`src/logic/bank_map.svh`:
```
// offsets, field positions, reset values and command codes
`ifndef BANK_MAP_SVH
`define BANK_MAP_SVH
`define COMMON_SIZE      32
`define BANK_SIZE        32
`define BANK_DEPTH       96
`define BANK_BASE        6'h20
`define ADDR_RADIO_CFG   5'h00
`define ADDR_RESET_CLK   5'h01
`define ADDR_IRQ_CFG     5'h02
`define ADDR_IRQ_MASK    5'h03
`define ADDR_IRQ_FLAGS   5'h04
`define ADDR_RSVD_LOW    5'h05
`define ADDR_GPIO_LOW    5'h06
`define ADDR_GPIO_HIGH   5'h07
`define ADDR_PAD_PULLUP  5'h08
`define ADDR_TX_FIFO_SA  5'h09
`define ADDR_FIFO_MODE   5'h0a
`define ADDR_TX_PREAMB   5'h0b
`define ADDR_PKT_FORMAT  5'h0c
`define ADDR_PKT_CODING  5'h0d
`define ADDR_WHITENING   5'h0e
`define ADDR_TX_PAYLOAD  5'h0f
`define ADDR_RX_PAYLOAD  5'h10
`define ADDR_PKT_DELAY   5'h11
`define ADDR_HDR_ADDR    5'h12
`define ADDR_HDR_EXT     5'h13
`define ADDR_RATE_LOW    5'h14
`define ADDR_IF_HIGH     5'h15
`define ADDR_IF_LOW      5'h16
`define ADDR_DEMOD_DIV   5'h17
`define ADDR_DEMOD_RATE  5'h18
`define ADDR_DEMOD_FILT  5'h19
`define ADDR_DEMOD_THR   5'h1a
`define ADDR_DEMOD_HOLD  5'h1b
`define ADDR_RSVD_HIGH   5'h1f
`define BANK_PTR_LSB     0
`define BANK_RESERVED    2'h3
`define POWER_ON_BIT     7
`define RESET_CLK_POR    8'h90
`define RESET_CLK_SOFT   8'h10
`define RESET_CLK_KEEP   8'h8e
`define IRQ_CFG_INIT     8'h09
`define BANK_INIT        8'h00
`define COMMON_INIT      8'h00
`define WMASK_RADIO_CFG  8'h73
`define WMASK_RESET_CLK  8'h9f
`define WMASK_IRQ_CFG    8'h0f
`define WMASK_TX_FIFO_SA 8'h3f
`define CMD_SOFT_RESET   8'h80
`define CMD_SET_BANK     6'h24
`endif

```
`src/logic/bank_pkg.sv`:
```
// types shared by the register file modules
package bank_pkg;
  typedef logic [7:0] byte_t;
  typedef enum logic [1:0] {ST_CMD, ST_WDATA, ST_RDATA, ST_IGNORE} link_state_t;
  typedef struct packed {
    logic [2:0]               sck_s;
    logic [1:0]               csn_s;
    logic [1:0]               mosi_s;
    link_state_t              state;
    logic [2:0]               cnt;
    byte_t                    rx;
    byte_t                    tx;
    logic [5:0]               addr;
    logic                     miso;
    logic                     oe_n;
    logic [31:0][7:0]         common;
  } main_state_t;
  typedef struct packed {
    logic [95:0][7:0]         mem;
  } store_state_t;
endpackage

```
`src/logic/bank_if.sv`:
```
// carrier between command logic and banked storage
`timescale 1ns/1ns
interface bank_if;
  logic       we;
  logic [6:0] addr;
  logic [7:0] wdata;
  logic [7:0] rdata;
  logic       soft_rst;
  modport ctrl  (output we, addr, wdata, soft_rst, input rdata);
  modport store (input we, addr, wdata, soft_rst, output rdata);
endinterface

```
`src/logic/bank_storage.sv`:
```
// three banked 32-byte register spaces
`timescale 1ns/1ns
`include "bank_map.svh"
module bank_storage (
  // clock and reset
  input wire logic clk,
  input wire logic arst_n,
  // access from command logic
  bank_if.store    ifc
);
  bank_pkg::store_state_t s_reg;
  bank_pkg::store_state_t s_next;

  function automatic bank_pkg::store_state_t init_state();
    bank_pkg::store_state_t v;
    for (int i = 0; i < `BANK_DEPTH; i++) begin
      v.mem[i] = `BANK_INIT;
    end
    return v;
  endfunction

  localparam bank_pkg::store_state_t INIT = init_state();

  assign ifc.rdata = s_reg.mem[ifc.addr];

  always_comb begin
    s_next = s_reg;
    if (ifc.soft_rst) begin
      s_next = INIT;
    end else if (ifc.we) begin
      s_next.mem[ifc.addr] = ifc.wdata;
    end
  end

  always_ff @(posedge clk or negedge arst_n) begin
    if (!arst_n) begin
      s_reg <= INIT;
    end else begin
      s_reg <= s_next;
    end
  end
endmodule // bank_storage

```
`src/logic/banked_control_register_file.sv`:
```
// banked control register file behind the serial command port
//
// Operation
// - 00h-1Fh always reach the common area
// - three 32-byte banks picked by pointer
// - set-bank strobe loads the pointer directly
// - pointer also read/written as common field
// - power-on reset loads all initial values
// - soft reset strobe restores initial values
// - soft reset keeps clock, flag, pad bits
// - frames: command plus data, or strobe alone
// - pointer 00/01/10 banks, 11 reserved
`timescale 1ns/1ns
`include "bank_map.svh"
module banked_control_register_file (
  // clock and reset
  input  wire logic       clk,
  input  wire logic       arst_n,
  // serial command port
  input  wire logic       csn,
  input  wire logic       sck,
  input  wire logic       mosi,
  output logic            miso_out,
  output logic            miso_oe_n,
  // control outputs
  output logic [1:0]      bank_select,
  output logic            power_on_flag
);
  bank_if ifc ();

  bank_storage u_store (
    .clk    (clk),
    .arst_n (arst_n),
    .ifc    (ifc.store)
  );

  bank_pkg::main_state_t s_reg;
  bank_pkg::main_state_t s_next;

  // reset value of a common byte
  function automatic bank_pkg::byte_t por_val(input logic [4:0] a);
    case (a)
      `ADDR_RESET_CLK: por_val = `RESET_CLK_POR;
      `ADDR_IRQ_CFG:   por_val = `IRQ_CFG_INIT;
      default:         por_val = `COMMON_INIT;
    endcase
  endfunction

  // value a soft reset drives into the non-kept bits
  function automatic bank_pkg::byte_t soft_val(input logic [4:0] a);
    case (a)
      `ADDR_RESET_CLK: soft_val = `RESET_CLK_SOFT;
      `ADDR_IRQ_CFG:   soft_val = `IRQ_CFG_INIT;
      default:         soft_val = `COMMON_INIT;
    endcase
  endfunction

  // bits that survive a soft reset
  function automatic bank_pkg::byte_t keep_mask(input logic [4:0] a);
    case (a)
      `ADDR_RESET_CLK:  keep_mask = `RESET_CLK_KEEP;
      `ADDR_GPIO_LOW:   keep_mask = 8'hff;
      `ADDR_GPIO_HIGH:  keep_mask = 8'hff;
      `ADDR_PAD_PULLUP: keep_mask = 8'hff;
      default:          keep_mask = 8'h00;
    endcase
  endfunction

  // bits the host may write; bits outside the masks of 00h, 01h, 02h and 09h are held
  function automatic bank_pkg::byte_t write_mask(input logic [4:0] a);
    case (a)
      `ADDR_RADIO_CFG:  write_mask = `WMASK_RADIO_CFG;
      `ADDR_RESET_CLK:  write_mask = `WMASK_RESET_CLK;
      `ADDR_IRQ_CFG:    write_mask = `WMASK_IRQ_CFG;
      `ADDR_TX_FIFO_SA: write_mask = `WMASK_TX_FIFO_SA;
      default:          write_mask = 8'hff;
    endcase
  endfunction

  function automatic bank_pkg::main_state_t init_state();
    bank_pkg::main_state_t v;
    v.sck_s  = 3'h0;
    v.csn_s  = 2'h3;
    v.mosi_s = 2'h0;
    v.state  = bank_pkg::ST_CMD;
    v.cnt    = 3'h0;
    v.rx     = 8'h00;
    v.tx     = 8'h00;
    v.addr   = 6'h00;
    v.miso   = 1'b0;
    v.oe_n   = 1'b1;
    for (int i = 0; i < `COMMON_SIZE; i++) begin
      v.common[i] = por_val(5'(i));
    end
    return v;
  endfunction

  localparam bank_pkg::main_state_t INIT = init_state();

  // decode of the current transfer, shared with the checks
  logic            sck_rise;
  logic            sck_fall;
  logic            byte_done;
  bank_pkg::byte_t byte_val;
  logic [1:0]      bank_req;
  logic [5:0]      tgt;
  logic            do_write;
  logic            do_soft;
  logic            do_set_bank;
  logic            bank_ok;
  bank_pkg::byte_t rd_val;
  logic [1:0]      bank_ptr;

  always_comb begin
    s_next      = s_reg;
    bank_ptr    = s_reg.common[`ADDR_RADIO_CFG][1:0];
    bank_ok     = bank_ptr != `BANK_RESERVED;
    s_next.sck_s  = {s_reg.sck_s[1:0], sck};
    s_next.csn_s  = {s_reg.csn_s[0], csn};
    s_next.mosi_s = {s_reg.mosi_s[0], mosi};
    sck_rise    = s_reg.sck_s[1] && !s_reg.sck_s[2];
    sck_fall    = !s_reg.sck_s[1] && s_reg.sck_s[2];
    byte_done   = 1'b0;
    byte_val    = {s_reg.rx[6:0], s_reg.mosi_s[1]};
    bank_req    = byte_val[1:0];
    do_write    = 1'b0;
    do_soft     = 1'b0;
    do_set_bank = 1'b0;
    case (s_reg.state)
      bank_pkg::ST_CMD:   tgt = byte_val[5:0];
      bank_pkg::ST_RDATA: tgt = s_reg.addr + 6'h01;
      default:            tgt = s_reg.addr;
    endcase
    ifc.addr     = {bank_ptr, tgt[4:0]};
    ifc.wdata    = byte_val;
    ifc.we       = 1'b0;
    ifc.soft_rst = 1'b0;
    if (!tgt[5]) begin
      rd_val = s_reg.common[tgt[4:0]];
    end else if (bank_ok) begin
      rd_val = ifc.rdata;
    end else begin
      rd_val = 8'h00;
    end

    if (s_reg.csn_s[1]) begin
      // frame ended: return to command byte
      s_next.state = bank_pkg::ST_CMD;
      s_next.cnt   = 3'h0;
      s_next.oe_n  = 1'b1;
      s_next.tx    = 8'h00;
    end else begin
      if (sck_fall) begin
        s_next.miso = s_reg.tx[7];
        s_next.tx   = {s_reg.tx[6:0], 1'b0};
      end
      if (sck_rise) begin
        s_next.rx  = byte_val;
        s_next.cnt = s_reg.cnt + 3'h1;
        byte_done  = s_reg.cnt == 3'h7;
      end
      if (byte_done) begin
        case (s_reg.state)
          bank_pkg::ST_CMD: begin
            if (byte_val[7]) begin
              // command-only strobes; trailing bytes ignored
              s_next.state = bank_pkg::ST_IGNORE;
              if (byte_val == `CMD_SOFT_RESET) begin
                do_soft = 1'b1;
              end else if (byte_val[7:2] == `CMD_SET_BANK) begin
                do_set_bank = 1'b1;
              end
            end else if (byte_val[6]) begin
              s_next.state = bank_pkg::ST_RDATA;
              s_next.addr  = tgt;
              s_next.tx    = rd_val;
              s_next.oe_n  = 1'b0;
            end else begin
              s_next.state = bank_pkg::ST_WDATA;
              s_next.addr  = tgt;
            end
          end
          bank_pkg::ST_WDATA: begin
            do_write    = 1'b1;
            s_next.addr = tgt + 6'h01;
          end
          bank_pkg::ST_RDATA: begin
            // address runs on for burst reads
            s_next.addr = tgt;
            s_next.tx   = rd_val;
          end
          bank_pkg::ST_IGNORE: begin
            s_next.state = bank_pkg::ST_IGNORE;
          end
          default: begin
            s_next.state = bank_pkg::ST_CMD;
          end
        endcase
      end
    end

    if (do_write) begin
      if (tgt[5]) begin
        ifc.we = bank_ok;
      end else begin
        s_next.common[tgt[4:0]] =
          (s_reg.common[tgt[4:0]] & ~write_mask(tgt[4:0])) |
          (byte_val & write_mask(tgt[4:0]));
      end
    end

    if (do_set_bank) begin
      s_next.common[`ADDR_RADIO_CFG][1:0] = bank_req;
    end

    if (do_soft) begin
      ifc.soft_rst = 1'b1;
      for (int i = 0; i < `COMMON_SIZE; i++) begin
        s_next.common[i] =
          (s_reg.common[i] & keep_mask(5'(i))) |
          (soft_val(5'(i)) & ~keep_mask(5'(i)));
      end
    end
  end

  always_ff @(posedge clk or negedge arst_n) begin
    if (!arst_n) begin
      s_reg <= INIT;
    end else begin
      s_reg <= s_next;
    end
  end

  assign miso_out      = s_reg.miso;
  assign miso_oe_n     = s_reg.oe_n;
  assign bank_select   = s_reg.common[`ADDR_RADIO_CFG][1:0];
  assign power_on_flag = s_reg.common[`ADDR_RESET_CLK][`POWER_ON_BIT];
endmodule // banked_control_register_file

```
`config.mk`:
```
export PLATFORM = sky130hd
export DESIGN_NAME = banked_control_register_file
export DESIGN_NICKNAME = d
export VERILOG_FILES = /design/src/logic/bank_pkg.sv /design/src/logic/bank_if.sv /design/src/logic/bank_storage.sv /design/src/logic/banked_control_register_file.sv
export VERILOG_INCLUDE_DIRS = /design/src /design/src/logic
export SDC_FILE = /design/constraint.sdc
export NUM_CORES = 2
export LEC_CHECK = 0
export BUFFER_PORTS_ARGS = -buffer_cell sky130_fd_sc_hd__clkbuf_2
export CAP_MARGIN = 5
export CORE_ASPECT_RATIO = 0.5
export CORE_MARGIN = 4
export CORE_UTILIZATION = 64
export DETAILED_ROUTE_END_ITERATION = 6
export PLACE_DENSITY = 0.8
export REMOVE_ABC_BUFFERS = 1
export SKIP_LAST_GASP = 1
export SLEW_MARGIN = 20
export SYNTH_ARGS = -nofsm -noshare
export SYNTH_HDL_FRONTEND = slang
export SYNTH_HIERARCHICAL = 1
export SYNTH_SLANG_ARGS = --single-unit
```
`constraint.sdc`:
```
create_clock -name clk -period 5.8 [get_ports clk]
set_input_delay 0 -clock clk [delete_from_list [all_inputs] [get_ports clk]]
set_output_delay 0 -clock clk [all_outputs]
set_load 0.005 [all_outputs]
```
==> out/summary.json <==
{
  "cells_and_area": {
    "area_growth_syn_to_layout_pct": 8.69,
    "post_route_cells_drive_above_1_share": 0.103,
    "largest_register_ff_count": 768,
    "insertedDiodeCount": 0,
    "finalNetCount": 5645,
    "final_cell_count_no_fill": 6789,
    "register_area_mm2": 0.0265,
    "multiInputGateArea_mm2": 0.0235,
    "utilization": 0.706,
    "fillerInstances": 5930
  },
  "outcome": {
    "run_status": "complete, but fails checks",
    "failed_checks": "DRC"
  },
  "timing": {
    "min_period_over_period": 0.923,
    "setup_viol": 0,
    "final-max-slew-violation-count": 0,
    "timing.clock.skew_ns": 0.0305,
    "hold_ws_ns": 0.348,
    "final_period_minus_worst_setup_slack_ns": 5.35,
    "timing.slew.headroom": 0.222,
    "grt_setup_unrepaired": "no",
    "fmax_mhz": 187,
    "final_hold_violations": 0,
    "max_slew.worst_pin.slew_ns": 1.16,
    "totalNegativeSetupSlack_ns": 0
  },
  "global_routing": {
    "track_usage": 0.426,
    "maximum_number_of_pins_on_one_net_before_global_route_repair": 185,
    "grt_first_pass_wirelength_mm": 280,
    "globalRoute.totalOverflow": 0,
    "first_global_vias": 45232,
    "grt_antenna_before_repair": 3
  },
  "power": {
    "total_power_mw": 18.0,
    "power_leakage_nw": 24.2,
    "pwr_density_cell_mw_per_mm2": 320,
    "max-vdd-ir-drop_v": 0.000254
  },
  "clocking": {
    "clock_tree_from_tritoncts": "done",
    "clockRootBuffer": "sky130_fd_sc_hd__clkbuf_16",
    "clk_path_buf_depth": 3,
    "cts.sinks": 1059,
    "cts_setup_buffers": 0,
    "clk_pin_slew_ns": 0.07,
    "cts-htree-levels": 3,
    "cts_made_buffers": 92,
    "clkLatencyLatePin_ns": 0.73
  },
  "die": {
    "floorplan.initialDensity": 0.650,
    "die_height_um": 209,
    "chipWidth_um": 411,
    "row_cnt": 73,
    "design.core.area_mm2": 0.0799,
    "dieArea_mm2": 0.0860,
    "pin_count": 10
  },
  "place": {
    "gp_congestion": 1.04,
    "place_inst": 6612,
    "detailed_place_hpwl_mm": 118,
    "place.port_buffers": 9
  },
  "detailed_routing": {
    "via_count": 47097,
    "initial_drc_count": 7860,
    "remaining_drcs": 3,
    "post_drt_wl_per_cell_um": 27.1,
    "antenna_left": 0,
    "drt_total_wl_mm": 184,
    "drt-pass1-iter-count": 7,
    "routed_via_density": 6.94
  },
  "logic_synthesis": {
    "synth.avg_cell_area_um2": 9.00,
    "yosysSeqAreaShare": 0.511,
    "netlist_area_mm2": 0.0519,
    "synth_warn": 6,
    "netlist-cell-type-count": 83,
    "flops_latches_synth": 1059,
    "synth-async-reset-ratio": 1.00,
    "synth-edff-count": 0,
    "yosys_most_used_dff": "sky130_fd_sc_hd__dfrtp_1",
    "synth_cells": 5771
  },
  "hold_path": {
    "cell_count_of_the_worst_hold_path": 0,
    "worstHoldPathType": "reg -> reg"
  },
  "critical_path": {
    "critPathCaptureType": "register",
    "timing.critical_path.slowest_stage_cell": "sky130_fd_sc_hd__o21ai_0",
    "crit_path_cell_trace": "inv_1 -> ha_1 -> nor2_2 -> a22o_1 -> or2_4 -> buf_12 -> mux4_2 -> a22oi_1 -> a21oi_1 -> o21ai_0 -> nand3_1 -> nand2_1 -> o221a_2 -> a311oi_1",
    "worst-path-max-fanout": 32,
    "critical_path_required_ns": 6.37,
    "worst-r2r-cell-count": 14,
    "timing.critical_path.arrival_ns": 5.92,
    "crit_path_max_incr_delay_ns": 0.83,
    "worstSetupStartpointType": "register",
    "worst-setup-path-type": "reg -> reg"
  },
  "run": {
    "max_cap_violation_count": 0
  }
}
==> worst paths after layout <==
path	start	to	slack [ns]
worst max register to register	s_reg[283]$_DFFE_PN0P_	s_reg[268]$_DFF_PN0_	0.45
min in group asynchronous	arst_n	s_reg[172]$_DFFE_PN0P_	0.42
worst max-delay path	s_reg[283]$_DFFE_PN0P_	s_reg[268]$_DFF_PN0_	0.45
worst min register to register	s_next[290]$_DFF_PN0_	s_next[291]$_DFF_PN0_	0.35
max in group asynchronous	arst_n	u_store/s_reg[60]$_DFFE_PN0P_	3.77
worst min-delay path	s_next[290]$_DFF_PN0_	s_next[291]$_DFF_PN0_	0.35
==> final cells by class <==
type                            instances  area share
Inverter                               20     0.00155
Timing Repair Buffer                  173      0.0295
Multi-Input combinational cell       4282       0.416
Clock inverter                         45      0.0120
Tap cell                             1087      0.0241
Sequential cell                      1059       0.470
Clock buffer                          123      0.0463
==> stage by stage <==
stage          cell area, um^2  worst slack, ns
2_1_floorplan            50000           -14.01
3_3_place_gp             53000            0.534
3_5_place_dp             53000            0.653
4_1_cts                  56400            0.645
5_1_grt                  56400            0.264
6_report                 56400            0.449
==> worst max-delay path, delay by kind of cell (launching register included) <==
kind / cells / cell delay [ns]
and+or+nand+nor: 4 / 1.63
DFF: 1 / 0.40
buffers and inverters: 2 / 0.39
muxes: 1 / 0.52
AOI/OAI and AO/OA: 6 / 1.78
adders and majority gates: 1 / 0.40
==> timing repair <==
action	in CTS	in global routing
hold buffers	9	0
endpoints found under the hold margin	108	0
setup endpoints to repair	0	0
resized for setup	0	0
==> cell families after synthesis <==
| kind of cell | synth area share |
|---|---|
| buffers and inverters | 0.0381 |
| adders and majority gates | 0.00289 |
| muxes | 0.0912 |
| xor gates and xnor gates | 0.00101 |
| and+or+nand+nor | 0.200 |
| AOI/OAI and AO/OA | 0.156 |
| DFF | 0.511 |
==> placed cells by master (no fill, tap or decap), types with 42 or more instances in the layout <==
cell                        instances
sky130_fd_sc_hd__mux2_2            42
sky130_fd_sc_hd__mux4_2           136
sky130_fd_sc_hd__nor2_1           238
sky130_fd_sc_hd__mux2i_1          102
sky130_fd_sc_hd__o21ai_0          154
sky130_fd_sc_hd__a221oi_1          66
sky130_fd_sc_hd__a22oi_1           44
sky130_fd_sc_hd__a21oi_1          859
sky130_fd_sc_hd__buf_4            126
sky130_fd_sc_hd__nand2_1         2047
sky130_fd_sc_hd__dfrtp_1         1044
sky130_fd_sc_hd__nand3_1          119
sky130_fd_sc_hd__clkbuf_16         93
==> synth_stat cells, types with 6 or more instances <==
cell type / number / area share
sky130_fd_sc_hd__nand3_1: 120 / 0.012
sky130_fd_sc_hd__a221oi_1: 66 / 0.011
sky130_fd_sc_hd__mux4_2: 136 / 0.059
sky130_fd_sc_hd__buf_6: 15 / 0.0033
sky130_fd_sc_hd__and3_1: 39 / 0.0047
sky130_fd_sc_hd__nor3_1: 30 / 0.0029
sky130_fd_sc_hd__a211o_1: 8 / 0.0013
sky130_fd_sc_hd__clkbuf_1: 253 / 0.018
sky130_fd_sc_hd__a311oi_1: 23 / 0.0039
sky130_fd_sc_hd__mux2_2: 42 / 0.0091
sky130_fd_sc_hd__nor2b_1: 15 / 0.0018
sky130_fd_sc_hd__o22ai_1: 25 / 0.0030
sky130_fd_sc_hd__and2_1: 12 / 0.0014
sky130_fd_sc_hd__dfrtp_1: 1052 / 0.51
sky130_fd_sc_hd__mux2i_1: 102 / 0.020
sky130_fd_sc_hd__o21a_1: 12 / 0.0017
sky130_fd_sc_hd__o31ai_1: 6 / 0.00087
sky130_fd_sc_hd__a22oi_1: 44 / 0.0064
sky130_fd_sc_hd__o21ai_1: 13 / 0.0013
sky130_fd_sc_hd__nand2b_1: 8 / 0.00096
sky130_fd_sc_hd__o21ai_0: 154 / 0.015
sky130_fd_sc_hd__nor2_1: 240 / 0.017
sky130_fd_sc_hd__a31oi_1: 27 / 0.0033
sky130_fd_sc_hd__buf_1: 18 / 0.0013
sky130_fd_sc_hd__a21o_1: 6 / 0.00087
sky130_fd_sc_hd__ha_1: 12 / 0.0029
sky130_fd_sc_hd__o211ai_1: 7 / 0.0010
sky130_fd_sc_hd__buf_4: 29 / 0.0042
sky130_fd_sc_hd__a32o_1: 6 / 0.0012
sky130_fd_sc_hd__a32oi_1: 9 / 0.0015
sky130_fd_sc_hd__nor2_4: 10 / 0.0022
sky130_fd_sc_hd__o221ai_1: 13 / 0.0022
sky130_fd_sc_hd__o2bb2ai_1: 14 / 0.0024
sky130_fd_sc_hd__a21oi_1: 859 / 0.083
sky130_fd_sc_hd__nor2_2: 23 / 0.0028
sky130_fd_sc_hd__or3_1: 8 / 0.00096
sky130_fd_sc_hd__a211oi_1: 41 / 0.0059
sky130_fd_sc_hd__a22o_1: 13 / 0.0022
sky130_fd_sc_hd__buf_2: 93 / 0.0090
sky130_fd_sc_hd__dfstp_2: 7 / 0.0035
sky130_fd_sc_hd__nand2_1: 2047 / 0.15
sky130_fd_sc_hd__inv_1: 15 / 0.0011
==> metal layers <==
metal	up-vias	track usage	wire, um
met5	-	0	27
met4	4	0.221	11600
met3	762	0.129	25400
met2	3801	0.627	80100
met1	22983	0.578	67000
li1	19547	-	-
==> power by group <==
part	switching (mW)	internal (mW)	leakage, nW
Combinational	2.80	0.792	7.82
Sequential	0.251	7.41	14.7
Clock	2.97	3.81	1.60
Total	6.03	12.0	24.2
Note: power is estimated with default switching activity, not from simulation.
